<file path="src/common/vga_attr_pkg.sv">
// constants shared by the attribute controller and its helpers
// assumes one pixel clock and byte-wide host I/O
package vga_attr_pkg;
    // host I/O ports
    localparam logic [15:0] PORT_ATTR_WR    = 16'h03C0;
    localparam logic [15:0] PORT_ATTR_RD    = 16'h03C1;
    localparam logic [15:0] PORT_STAT_MONO  = 16'h03BA;
    localparam logic [15:0] PORT_STAT_COLOR = 16'h03DA;
    // register indexes
    localparam logic [4:0]  IDX_PAL_LAST = 5'h0F;
    localparam logic [4:0]  IDX_MODE     = 5'h10;
    localparam logic [4:0]  IDX_BORDER   = 5'h11;
    localparam logic [4:0]  IDX_PLANE    = 5'h12;
    localparam logic [4:0]  IDX_PAN      = 5'h13;
    localparam logic [4:0]  IDX_SEL      = 5'h14;
    // bit positions
    localparam int          ADDR_PAS        = 5;
    localparam int          MODE_PAL_SIZE   = 7;
    localparam int          MODE_PIX_SAMPLE = 6;
    localparam int          MODE_PAN_COMPAT = 5;
    localparam int          MODE_BLINK      = 3;
    localparam int          MODE_LINE_GFX   = 2;
    // writable and readable masks
    localparam logic [7:0]  ADDR_MASK    = 8'h3F;
    localparam logic [7:0]  PAL_MASK     = 8'h3F;
    localparam logic [7:0]  MODE_WR_MASK = 8'hEC;
    localparam logic [7:0]  MODE_RD_MASK = 8'hE4;
    localparam logic [7:0]  NIBBLE_MASK  = 8'h0F;
    localparam logic [7:0]  RST_BYTE     = 8'h00;
    // line graphics character range
    localparam logic [7:0]  LINE_CODE_LO = 8'hC0;
    localparam logic [7:0]  LINE_CODE_HI = 8'hDF;
    // pan limits
    localparam logic [3:0]  PAN_MAX      = 4'h7;
    localparam logic [3:0]  PAN_TEXT_ZERO = 4'h8;
    // pixel word layout
    localparam int          PIX_W        = 29;
    localparam int          W_BORDER     = 28;
    localparam int          W_LSTART     = 27;
    localparam int          W_DOT        = 26;
    localparam int          W_DOT8       = 25;
    localparam int          W_NINTH      = 24;
    localparam int          W_DATA       = 16;
    localparam int          W_ATTR       = 8;
    localparam int          W_CODE       = 0;
    // host write phase
    typedef enum logic [1:0] {PH_INDEX = 2'b01, PH_DATA = 2'b10} attr_phase_t;
endpackage

</file>
<file path="src/rtl/attr_fifo.sv">
// pixel word FIFO with registered ready flag
// assumes one clock; source honours inReady
`timescale 1ns/1ps
module attr_fifo
    import vga_attr_pkg::*;
#(
    parameter int WIDTH = PIX_W,
    parameter int DEPTH = 8
)(
    input  wire logic             clk_sys,
    input  wire logic             srst,
    input  wire logic             inValid,
    output logic                  inReady,
    input  wire logic [WIDTH-1:0] inData,
    output logic                  outValid,
    input  wire logic             outReady,
    output logic      [WIDTH-1:0] outData
);
    localparam int AW = $clog2(DEPTH);
    localparam int CW = $clog2(DEPTH + 1);
    localparam logic [CW-1:0] FULL_CNT = CW'(DEPTH);
    localparam logic [AW-1:0] LAST_PTR = AW'(DEPTH - 1);

    logic [WIDTH-1:0] mem [DEPTH];
    logic [AW-1:0]    wrPtr_q;
    logic [AW-1:0]    rdPtr_q;
    logic [CW-1:0]    count_q;
    logic             room_q;
    logic             push;
    logic             pop;

    assign push     = inValid && room_q;
    assign pop      = outValid && outReady;
    assign inReady  = room_q;
    assign outValid = (count_q != '0);
    assign outData  = mem[rdPtr_q];

    // storage
    always_ff @(posedge clk_sys)
    begin
        if (push)
            mem[wrPtr_q] <= inData;
    end

    // pointers, count and full flag
    always_ff @(posedge clk_sys)
    begin
        if (srst)
        begin
            wrPtr_q <= '0;
            rdPtr_q <= '0;
            count_q <= '0;
            room_q  <= 1'b1;
        end
        else
        begin
            if (push)
                wrPtr_q <= (wrPtr_q == LAST_PTR) ? '0 : wrPtr_q + 1'b1;
            if (pop)
                rdPtr_q <= (rdPtr_q == LAST_PTR) ? '0 : rdPtr_q + 1'b1;
            if (push && !pop)
            begin
                count_q <= count_q + 1'b1;
                room_q  <= (count_q != FULL_CNT - 1'b1);
            end
            else if (pop && !push)
            begin
                count_q <= count_q - 1'b1;
                room_q  <= 1'b1;
            end
        end
    end
endmodule

</file>
<file path="src/rtl/attr_pan_drop.sv">
// drops the first pixels of each line to pan left
// assumes lineStart marks the first pixel of a scan line
`timescale 1ns/1ps
module attr_pan_drop
    import vga_attr_pkg::*;
(
    input  wire logic       clk_sys,
    input  wire logic       srst,
    input  wire logic       step,
    input  wire logic       lineStart,
    input  wire logic [3:0] panValue,
    input  wire logic       textMode,
    input  wire logic       mode256,
    input  wire logic       panCompat,
    input  wire logic       lineCmp,
    output logic            drop
);
    logic [3:0] cnt_q;
    logic [3:0] shift;

    // pixels to skip for a pan value
    function automatic logic [3:0] panShift(input logic [3:0] v, input logic txt, input logic m256);
        if (v > PAN_MAX)
            panShift = 4'h0;
        else if (m256)
            panShift = {1'b0, v[3:1]};
        else if (txt)
            panShift = v + 4'h1;
        else
            panShift = v;
    endfunction

    // with the compat bit set, lower screen is not panned once line compare has hit
    assign shift = (panCompat && lineCmp) ? 4'h0 : panShift(panValue, textMode, mode256);
    assign drop  = step && (lineStart ? (shift != 4'h0) : (cnt_q != 4'h0));

    // remaining pixels to skip on this line
    always_ff @(posedge clk_sys)
    begin
        if (srst)
            cnt_q <= 4'h0;
        else if (step && lineStart && shift != 4'h0)
            cnt_q <= shift - 4'h1;
        else if (step && !lineStart && cnt_q != 4'h0)
            cnt_q <= cnt_q - 4'h1;
    end
endmodule

</file>
<file path="src/rtl/vga_attribute_controller.sv">
// attribute controller: indexed host registers and pixel colour path
// assumes host strobes and pixel stream are on clk_sys
//
// What this block does
// - sixteen 6-bit maps replace 4-bit colour values
// - map bits: secondary RGB high, RGB low
// - palette size selects source of index 5:4
// - pixel sampling passes full 8-bit pixels
// - compat bit lets line compare stop panning
// - blink bit: attribute top bit blinks or intensifies
// - line graphics copies eighth dot to ninth
// - border pixels output border index
// - plane mask gates each plane, except in pixel sampling mode
// - pan count shifts video left per mode
// - select bits 3:2 give index 7:6
// - select bits 1:0 give index 5:4
// - indexes 0x00-0x14 via ports 3C0/3C1
// - flip-flop alternates index/data, status read clears
`timescale 1ns/1ps
module vga_attribute_controller
    import vga_attr_pkg::*;
#(
    parameter int FIFO_DEPTH = 8
)(
    input  wire logic             clk_sys,
    input  wire logic             srst,
    input  wire logic [15:0]      ioAddr,
    input  wire logic             ioWr,
    input  wire logic             ioRd,
    input  wire logic [7:0]       ioWdata,
    output logic      [7:0]       ioRdata,
    output logic                  ioRdValid,
    input  wire logic             pixValid,
    output logic                  pixReady,
    input  wire logic [PIX_W-1:0] pixWord,
    input  wire logic             textMode,
    input  wire logic             blinkPhase,
    input  wire logic             lineCmp,
    output logic      [7:0]       dacIndex,
    output logic                  dacValid,
    input  wire logic             dacReady
);
    //------------------------------------------------------------
    // register state
    //------------------------------------------------------------
    attr_phase_t phase_q;
    logic [5:0]  addr_q;
    logic [5:0]  pal_q [16];
    logic [7:0]  mode_q;
    logic [7:0]  border_q;
    logic [3:0]  plane_q;
    logic [3:0]  pan_q;
    logic [3:0]  sel_q;
    logic [7:0]  ioRdata_q;
    logic        ioRdValid_q;
    logic [7:0]  dacIndex_q;
    logic        dacValid_q;

    logic        wrAddrPort;
    logic        wrDataPort;
    logic        rdStatus;
    logic        regWr;
    logic [4:0]  regIdx;

    assign regIdx     = addr_q[4:0];
    assign wrAddrPort = ioWr && ioAddr == PORT_ATTR_WR;
    assign wrDataPort = ioWr && ioAddr == PORT_ATTR_RD;
    assign rdStatus   = ioRd && (ioAddr == PORT_STAT_MONO || ioAddr == PORT_STAT_COLOR);
    // data lands on 3C0 in data phase or on 3C1 directly
    assign regWr      = (wrAddrPort && phase_q == PH_DATA) || wrDataPort;

    // readback of one indexed register, reserved bits zero
    function automatic logic [7:0] regRead(input logic [4:0] idx);
        regRead = 8'h00;
        if (idx <= IDX_PAL_LAST)
            regRead = {2'b00, pal_q[idx[3:0]]} & PAL_MASK;
        else
            case (idx)
                IDX_MODE:   regRead = mode_q & MODE_RD_MASK;
                IDX_BORDER: regRead = border_q;
                IDX_PLANE:  regRead = {4'h0, plane_q};
                IDX_PAN:    regRead = {4'h0, pan_q};
                IDX_SEL:    regRead = {4'h0, sel_q};
                default:    regRead = 8'h00;
            endcase
    endfunction

    //------------------------------------------------------------
    // host access
    //------------------------------------------------------------
    // index/data flip-flop; a write in the clearing cycle wins
    always_ff @(posedge clk_sys)
    begin
        if (srst)
            phase_q <= PH_INDEX;
        else if (wrAddrPort)
            phase_q <= (phase_q == PH_INDEX) ? PH_DATA : PH_INDEX;
        else if (rdStatus)
            phase_q <= PH_INDEX;
    end

    // index register with palette source bit
    always_ff @(posedge clk_sys)
    begin
        if (srst)
            addr_q <= 6'h00;
        else if (wrAddrPort && phase_q == PH_INDEX)
            addr_q <= ioWdata[5:0] & ADDR_MASK[5:0];
    end

    // colour map entries
    always_ff @(posedge clk_sys)
    begin
        if (srst)
        begin
            for (int i = 0; i < 16; i++)
                pal_q[i] <= 6'h00;
        end
        else if (regWr && regIdx <= IDX_PAL_LAST)
            pal_q[regIdx[3:0]] <= ioWdata[5:0];
    end

    // control registers
    always_ff @(posedge clk_sys)
    begin
        if (srst)
        begin
            mode_q   <= RST_BYTE;
            border_q <= RST_BYTE;
            plane_q  <= 4'h0;
            pan_q    <= 4'h0;
            sel_q    <= 4'h0;
        end
        else if (regWr)
            case (regIdx)
                IDX_MODE:   mode_q   <= ioWdata & MODE_WR_MASK;
                IDX_BORDER: border_q <= ioWdata;
                IDX_PLANE:  plane_q  <= ioWdata[3:0];
                IDX_PAN:    pan_q    <= ioWdata[3:0];
                IDX_SEL:    sel_q    <= ioWdata[3:0];
                default:    ;
            endcase
    end

    // registered read answer, one cycle after the strobe
    always_ff @(posedge clk_sys)
    begin
        if (srst)
        begin
            ioRdata_q   <= 8'h00;
            ioRdValid_q <= 1'b0;
        end
        else
        begin
            ioRdValid_q <= ioRd && (ioAddr == PORT_ATTR_WR || ioAddr == PORT_ATTR_RD);
            if (ioRd && ioAddr == PORT_ATTR_WR)
                ioRdata_q <= {2'b00, addr_q};
            else if (ioRd && ioAddr == PORT_ATTR_RD)
                ioRdata_q <= regRead(regIdx);
        end
    end

    assign ioRdata   = ioRdata_q;
    assign ioRdValid = ioRdValid_q;

    //------------------------------------------------------------
    // pixel buffer and pan
    //------------------------------------------------------------
    logic             bufValid;
    logic             bufPop;
    logic [PIX_W-1:0] w;
    logic             drop;
    logic             take;
    logic             load;

    attr_fifo #(
        .WIDTH (PIX_W),
        .DEPTH (FIFO_DEPTH)
    ) u_fifo (
        .clk_sys  (clk_sys),
        .srst     (srst),
        .inValid  (pixValid),
        .inReady  (pixReady),
        .inData   (pixWord),
        .outValid (bufValid),
        .outReady (bufPop),
        .outData  (w)
    );

    // pop when the output stage can accept
    assign take   = !dacValid_q || dacReady;
    assign bufPop = bufValid && take;
    assign load   = bufPop && !drop;

    attr_pan_drop u_pan (
        .clk_sys   (clk_sys),
        .srst      (srst),
        .step      (bufPop && !w[W_BORDER]),
        .lineStart (w[W_LSTART]),
        .panValue  (pan_q),
        .textMode  (textMode),
        .mode256   (mode_q[MODE_PIX_SAMPLE]),
        .panCompat (mode_q[MODE_PAN_COMPAT]),
        .lineCmp   (lineCmp),
        .drop      (drop)
    );

    //------------------------------------------------------------
    // colour path
    //------------------------------------------------------------
    logic [7:0] attr;
    logic [7:0] code;
    logic       lineCode;
    logic       dotOn;
    logic       blinkOff;
    logic [3:0] bgColour;
    logic [3:0] colour;
    logic [3:0] gated;
    logic [5:0] mapped;
    logic [7:0] index;

    assign attr     = w[W_ATTR +: 8];
    assign code     = w[W_CODE +: 8];
    assign lineCode = code >= LINE_CODE_LO && code <= LINE_CODE_HI;

    // ninth dot is background unless a line graphics code
    always_comb
    begin
        dotOn = w[W_DOT];
        if (w[W_NINTH])
            dotOn = mode_q[MODE_LINE_GFX] && lineCode && w[W_DOT8];
    end

    // top attribute bit: blink or background intensity
    assign blinkOff = mode_q[MODE_BLINK] && attr[7] && blinkPhase;
    assign bgColour = mode_q[MODE_BLINK] ? {1'b0, attr[6:4]} : attr[7:4];

    // text uses attribute nibbles, graphics uses plane bits
    always_comb
    begin
        if (textMode)
            colour = (dotOn && !blinkOff) ? attr[3:0] : bgColour;
        else
            colour = w[W_DATA +: 4];
    end

    assign gated  = colour & plane_q;
    assign mapped = pal_q[gated];

    // compose the DAC index
    always_comb
    begin
        if (w[W_BORDER])
            index = border_q;
        else if (mode_q[MODE_PIX_SAMPLE])
            index = w[W_DATA +: 8];
        else if (mode_q[MODE_PAL_SIZE])
            index = {sel_q[3:2], sel_q[1:0], mapped[3:0]};
        else
            index = {sel_q[3:2], mapped[5:4], mapped[3:0]};
    end

    // output stage holds while the DAC stalls
    always_ff @(posedge clk_sys)
    begin
        if (srst)
        begin
            dacIndex_q <= 8'h00;
            dacValid_q <= 1'b0;
        end
        else if (take)
        begin
            dacValid_q <= load;
            if (load)
                dacIndex_q <= index;
        end
    end

    assign dacIndex = dacIndex_q;
    assign dacValid = dacValid_q;
endmodule

</file>
<file path="config.mk">
export PLATFORM = sky130hd
export DESIGN_NAME = vga_attribute_controller
export DESIGN_NICKNAME = d
export VERILOG_FILES = /design/src/common/vga_attr_pkg.sv /design/src/rtl/attr_fifo.sv /design/src/rtl/attr_pan_drop.sv /design/src/rtl/vga_attribute_controller.sv
export SDC_FILE = /design/constraint.sdc
export NUM_CORES = 1
export LEC_CHECK = 0
export BUFFER_PORTS_ARGS = -buffer_cell sky130_fd_sc_hd__buf_2
export CELL_PAD_IN_SITES_DETAIL_PLACEMENT = 0
export CELL_PAD_IN_SITES_GLOBAL_PLACEMENT = 1
export CORE_ASPECT_RATIO = 1.75
export CORE_MARGIN = 4
export CORE_UTILIZATION = 49
export DETAILED_ROUTE_END_ITERATION = 7
export PLACE_DENSITY_LB_ADDON = 0.15
export SLEW_MARGIN = 0
export SYNTH_ARGS = -nofsm -noshare
export SYNTH_HDL_FRONTEND = slang
export SYNTH_SLANG_ARGS = --single-unit
</file>
<file path="constraint.sdc">
create_clock -name clk_sys -period 9.2 [get_ports clk_sys]
set_input_delay 1.84 -clock clk_sys [delete_from_list [all_inputs] [get_ports clk_sys]]
set_output_delay 1.84 -clock clk_sys [all_outputs]
set_load 0.05 [all_outputs]
</file>
==> impl_metrics.yaml <==
place:
  preCtsSetupSlack_ns: 3.832
  port-buffer-count: 75
  dp.final_hpwl_mm: 26.28
  place_congestion: 0.8261
  dp_cells: 1591
timing:
  postLayoutSetupSlackWorst_ns: 4.398
  fin_tns_setup_ns: 0
  grt_setup_unrepaired: "false"
  number_of_pins_with_negative_max_slew_slack_in_the_final_report: 0
  timing.fmax_mhz: 208.2
  max-slew-margin-rel: 0.2780
  fin_skew_ns: 0.01648
  final.period_utilization: 0.5220
  transition_time_at_the_pin_with_the_least_slew_margin_ns: 1.080
  setup_viol: 0
  final_hold_viol_count: 0
  layout_min_cycle_time_ns: 4.802
global_route:
  grt_first_pass_wirelength_mm: 59.72
  grt_pass1_vias: 9950
  grt_overflow_total: 0
  gr-usage-all-layers: 0.2149
  grt_max_degree: 86
  antenna_violations_before_repair: 3
logic_synthesis:
  yosys_top_cell_area_share: 0.5302
  postSynthCellCount: 1163
  yosys.cell_count.top_type: "sky130_fd_sc_hd__edfxtp_1"
  yosysWarnings: 0
  synth_ff_type: "sky130_fd_sc_hd__edfxtp_1"
  postSynth.asyncResetShare: 0
  post-synth-top-area-cell: "sky130_fd_sc_hd__edfxtp_1"
  postSynthNetCount: 1235
  seq_area_frac_synth: 0.6198
  post_synth_most_frequent_cells: "288 x sky130_fd_sc_hd__edfxtp_1, 100 x sky130_fd_sc_hd__nor2_1, 97 x sky130_fd_sc_hd__and2_1, 81 x sky130_fd_sc_hd__mux2i_1, 73 x sky130_fd_sc_hd__dfxtp_1"
  synth_seq_cells: 361
  synth_area_per_cell_sq_um: 14.03
  synth.top_cells.by_area: "sky130_fd_sc_hd__edfxtp_1 53%, sky130_fd_sc_hd__mux4_2 9.1%, sky130_fd_sc_hd__dfxtp_1 9.0%"
  syn-cell-area_sq_mm: 0.01631
  post_synth_num_cell_types: 75
  synth_edf_count: 288
routing:
  vias_per_cell: 5.798
  postRouteAntennaNets: 0
  route.final.wire_length_mm: 38.94
  first_pass_iters: 5
  routedWlPerCell_um: 23.54
  drt_iter0_drc: 517
  drt_drc_violations_left: 0
  routed-via-count: 9590
critical_path:
  critical_path.max_fanout: 48
  critPathCaptureType: "register"
  worstPathArrival_ns: 5.23
  timing.critical_path.from_type: "register"
  worstSetupPathType: "register to register"
  crit_required_ns: 9.63
hold_path:
  hold_removal_path_class: "register to register"
clock_network:
  ctsHoldBuffers: 0
  clkSlewWorstSetupHoldPaths_ns: 0.06
  ctsHtreeMaxLevel: 2
  clk_root_buffer_cell: "sky130_fd_sc_hd__clkbuf_16"
  clock_tree_from_tritoncts: "yes"
  cts_post_setup_buffers_inserted: 0
  postcts_resize_cnt: 0
  ctsLongestPathBuffers: 3
  clock_insertion_delay_worst_skew_ns: 0.53
  cts_buffers: 35
  cts_sinks: 361
run_status:
  status: "finished, final reports clean"
die:
  fp.dieW_um: 145.9
  number_of_rows_in_the_core_area: 88
  pin_count: 81
  starting_density_of_the_core: 0.4955
  chipHeight_um: 249.4
  die-area_sq_mm: 0.03639
  core-area_sq_mm: 0.03292
cells_and_area:
  layoutNonFillerInstCount: 1654
  area.growth.synth_to_final_pct: 11.31
  final_nets: 1295
  final_layout_size_suffix_gt1_frac: 0.2260
flow_run:
  drv_cap: 0
power:
  power.static_leakage_uw: 0.006366
  cellPowerDensity_mw_per_mm2: 226.5
  vdd_ir_drop_max_mv: 0.1612
## placed cells by master, fill, tap and decap left out, types with 27 or more instances in the layout
cell type | netlist | final
sky130_fd_sc_hd__edfxtp_1 | 288 | 288
sky130_fd_sc_hd__nor2_1 | 100 | 97
sky130_fd_sc_hd__and2_1 | 97 | 97
sky130_fd_sc_hd__mux2i_1 | 81 | 81
sky130_fd_sc_hd__buf_2 | 6 | 75
sky130_fd_sc_hd__dfxtp_1 | 73 | 71
sky130_fd_sc_hd__mux4_2 | 66 | 66
sky130_fd_sc_hd__a21oi_1 | 54 | 54
sky130_fd_sc_hd__nand2_1 | 53 | 53
sky130_fd_sc_hd__clkbuf_16 | 0 | 36
sky130_fd_sc_hd__mux2_2 | 27 | 27
## worst max-delay path, cell delays in order (launching register included)
cell,delay [ns]
sky130_fd_sc_hd__dfxtp_2,0.53
sky130_fd_sc_hd__buf_4,0.61
sky130_fd_sc_hd__mux4_1,0.64
sky130_fd_sc_hd__nand3_1,0.12
sky130_fd_sc_hd__a41o_1,0.17
sky130_fd_sc_hd__o211a_2,0.30
sky130_fd_sc_hd__o221ai_2,0.15
sky130_fd_sc_hd__a31oi_4,0.16
sky130_fd_sc_hd__buf_4,0.59
sky130_fd_sc_hd__mux2i_1,0.26
sky130_fd_sc_hd__o211ai_1,0.13
sky130_fd_sc_hd__a22oi_1,0.43
sky130_fd_sc_hd__o211ai_1,0.26
sky130_fd_sc_hd__a41o_1,0.29
## where the power goes
part | switching [uW] | internal (uW) | total (uW)
Sequential | 52.2 | 1830 | 1890
Clock | 607 | 802 | 1410
Combinational | 484 | 334 | 818
## metrics by stage
| step | hold slack [ns] | utilization | total power [uW] | instance area [sq um] |
|---|---|---|---|---|
| after CTS | 0.4928 | 0.5514 | 4158 | 18150 |
| after global routing | 0.5253 | 0.5514 | 4306 | 18150 |
| final | 0.4871 | 0.5515 | 4112 | 18160 |
| after detailed placement | 0.4779 | 0.5173 | 2750 | 17030 |
| after global placement | 0.4643 | 0.5173 | 2743 | 17030 |
| after floorplan | 0.4474 | - | 2532 | 16310 |
## sequential cells by signal, summed over array words and instances, names as in the netlist, named ones only
register	count
sel_q	4
addr_q	6
u_pan.cnt_q	4
u_fifo.inReady	1
pan_q	4
mode_q	5
u_fifo.rdPtr_q	3
pal_q	96
u_fifo.count_q	4
dacIndex	8
plane_q	4
u_fifo.wrPtr_q	3
dacValid	1
phase_q	2
ioRdata	8
u_fifo.mem	192
ioRdValid	1
border_q	8
## cells by family after synthesis
family	count (synthesis)	share of synthesized area
AO/OA/AOI/OAI	154	0.06228
XOR/XNOR	5	0.002685
adder cells (fa/ha/maj)	10	0.008131
buffers and inverters	82	0.02447
flip-flops	361	0.6198
multiplexers	177	0.1627
AND/OR/NAND/NOR	374	0.1200
## per-layer routing
layer	routed length, um	track usage	vias up
li1	-	-	4530
met1	14080	0.2324	4800
met2	21930	0.4118	182
met3	1223	0.02821	74
met4	1697	0.09671	4
met5	17	0	-
## path summary, 6_finish.rpt
path,startpoint,endpoint,slack (ns),cells after the start
setup / recovery,register,dacIndex[4]$_SDFFE_PP0P_,4.40,13
hold / removal,dacIndex[6]$_SDFFE_PP0P_,dacIndex[6]$_SDFFE_PP0P_,0.49,2
setup reg to reg,register,dacIndex[4]$_SDFFE_PP0P_,4.40,13
hold reg to reg,dacIndex[6]$_SDFFE_PP0P_,dacIndex[6]$_SDFFE_PP0P_,0.49,2
## area by class of cell
class	instances	area [sq um]
fill	2695	14770
sequential	361	10110
multi-input combinational	720	5852
clock buffer	43	957.2
timing repair buffer	94	518.0
tap	405	506.7
clock inverter	19	166.4
inverter	11	41.29
antenna	1	2.502
(Power assumes the default switching activity.)
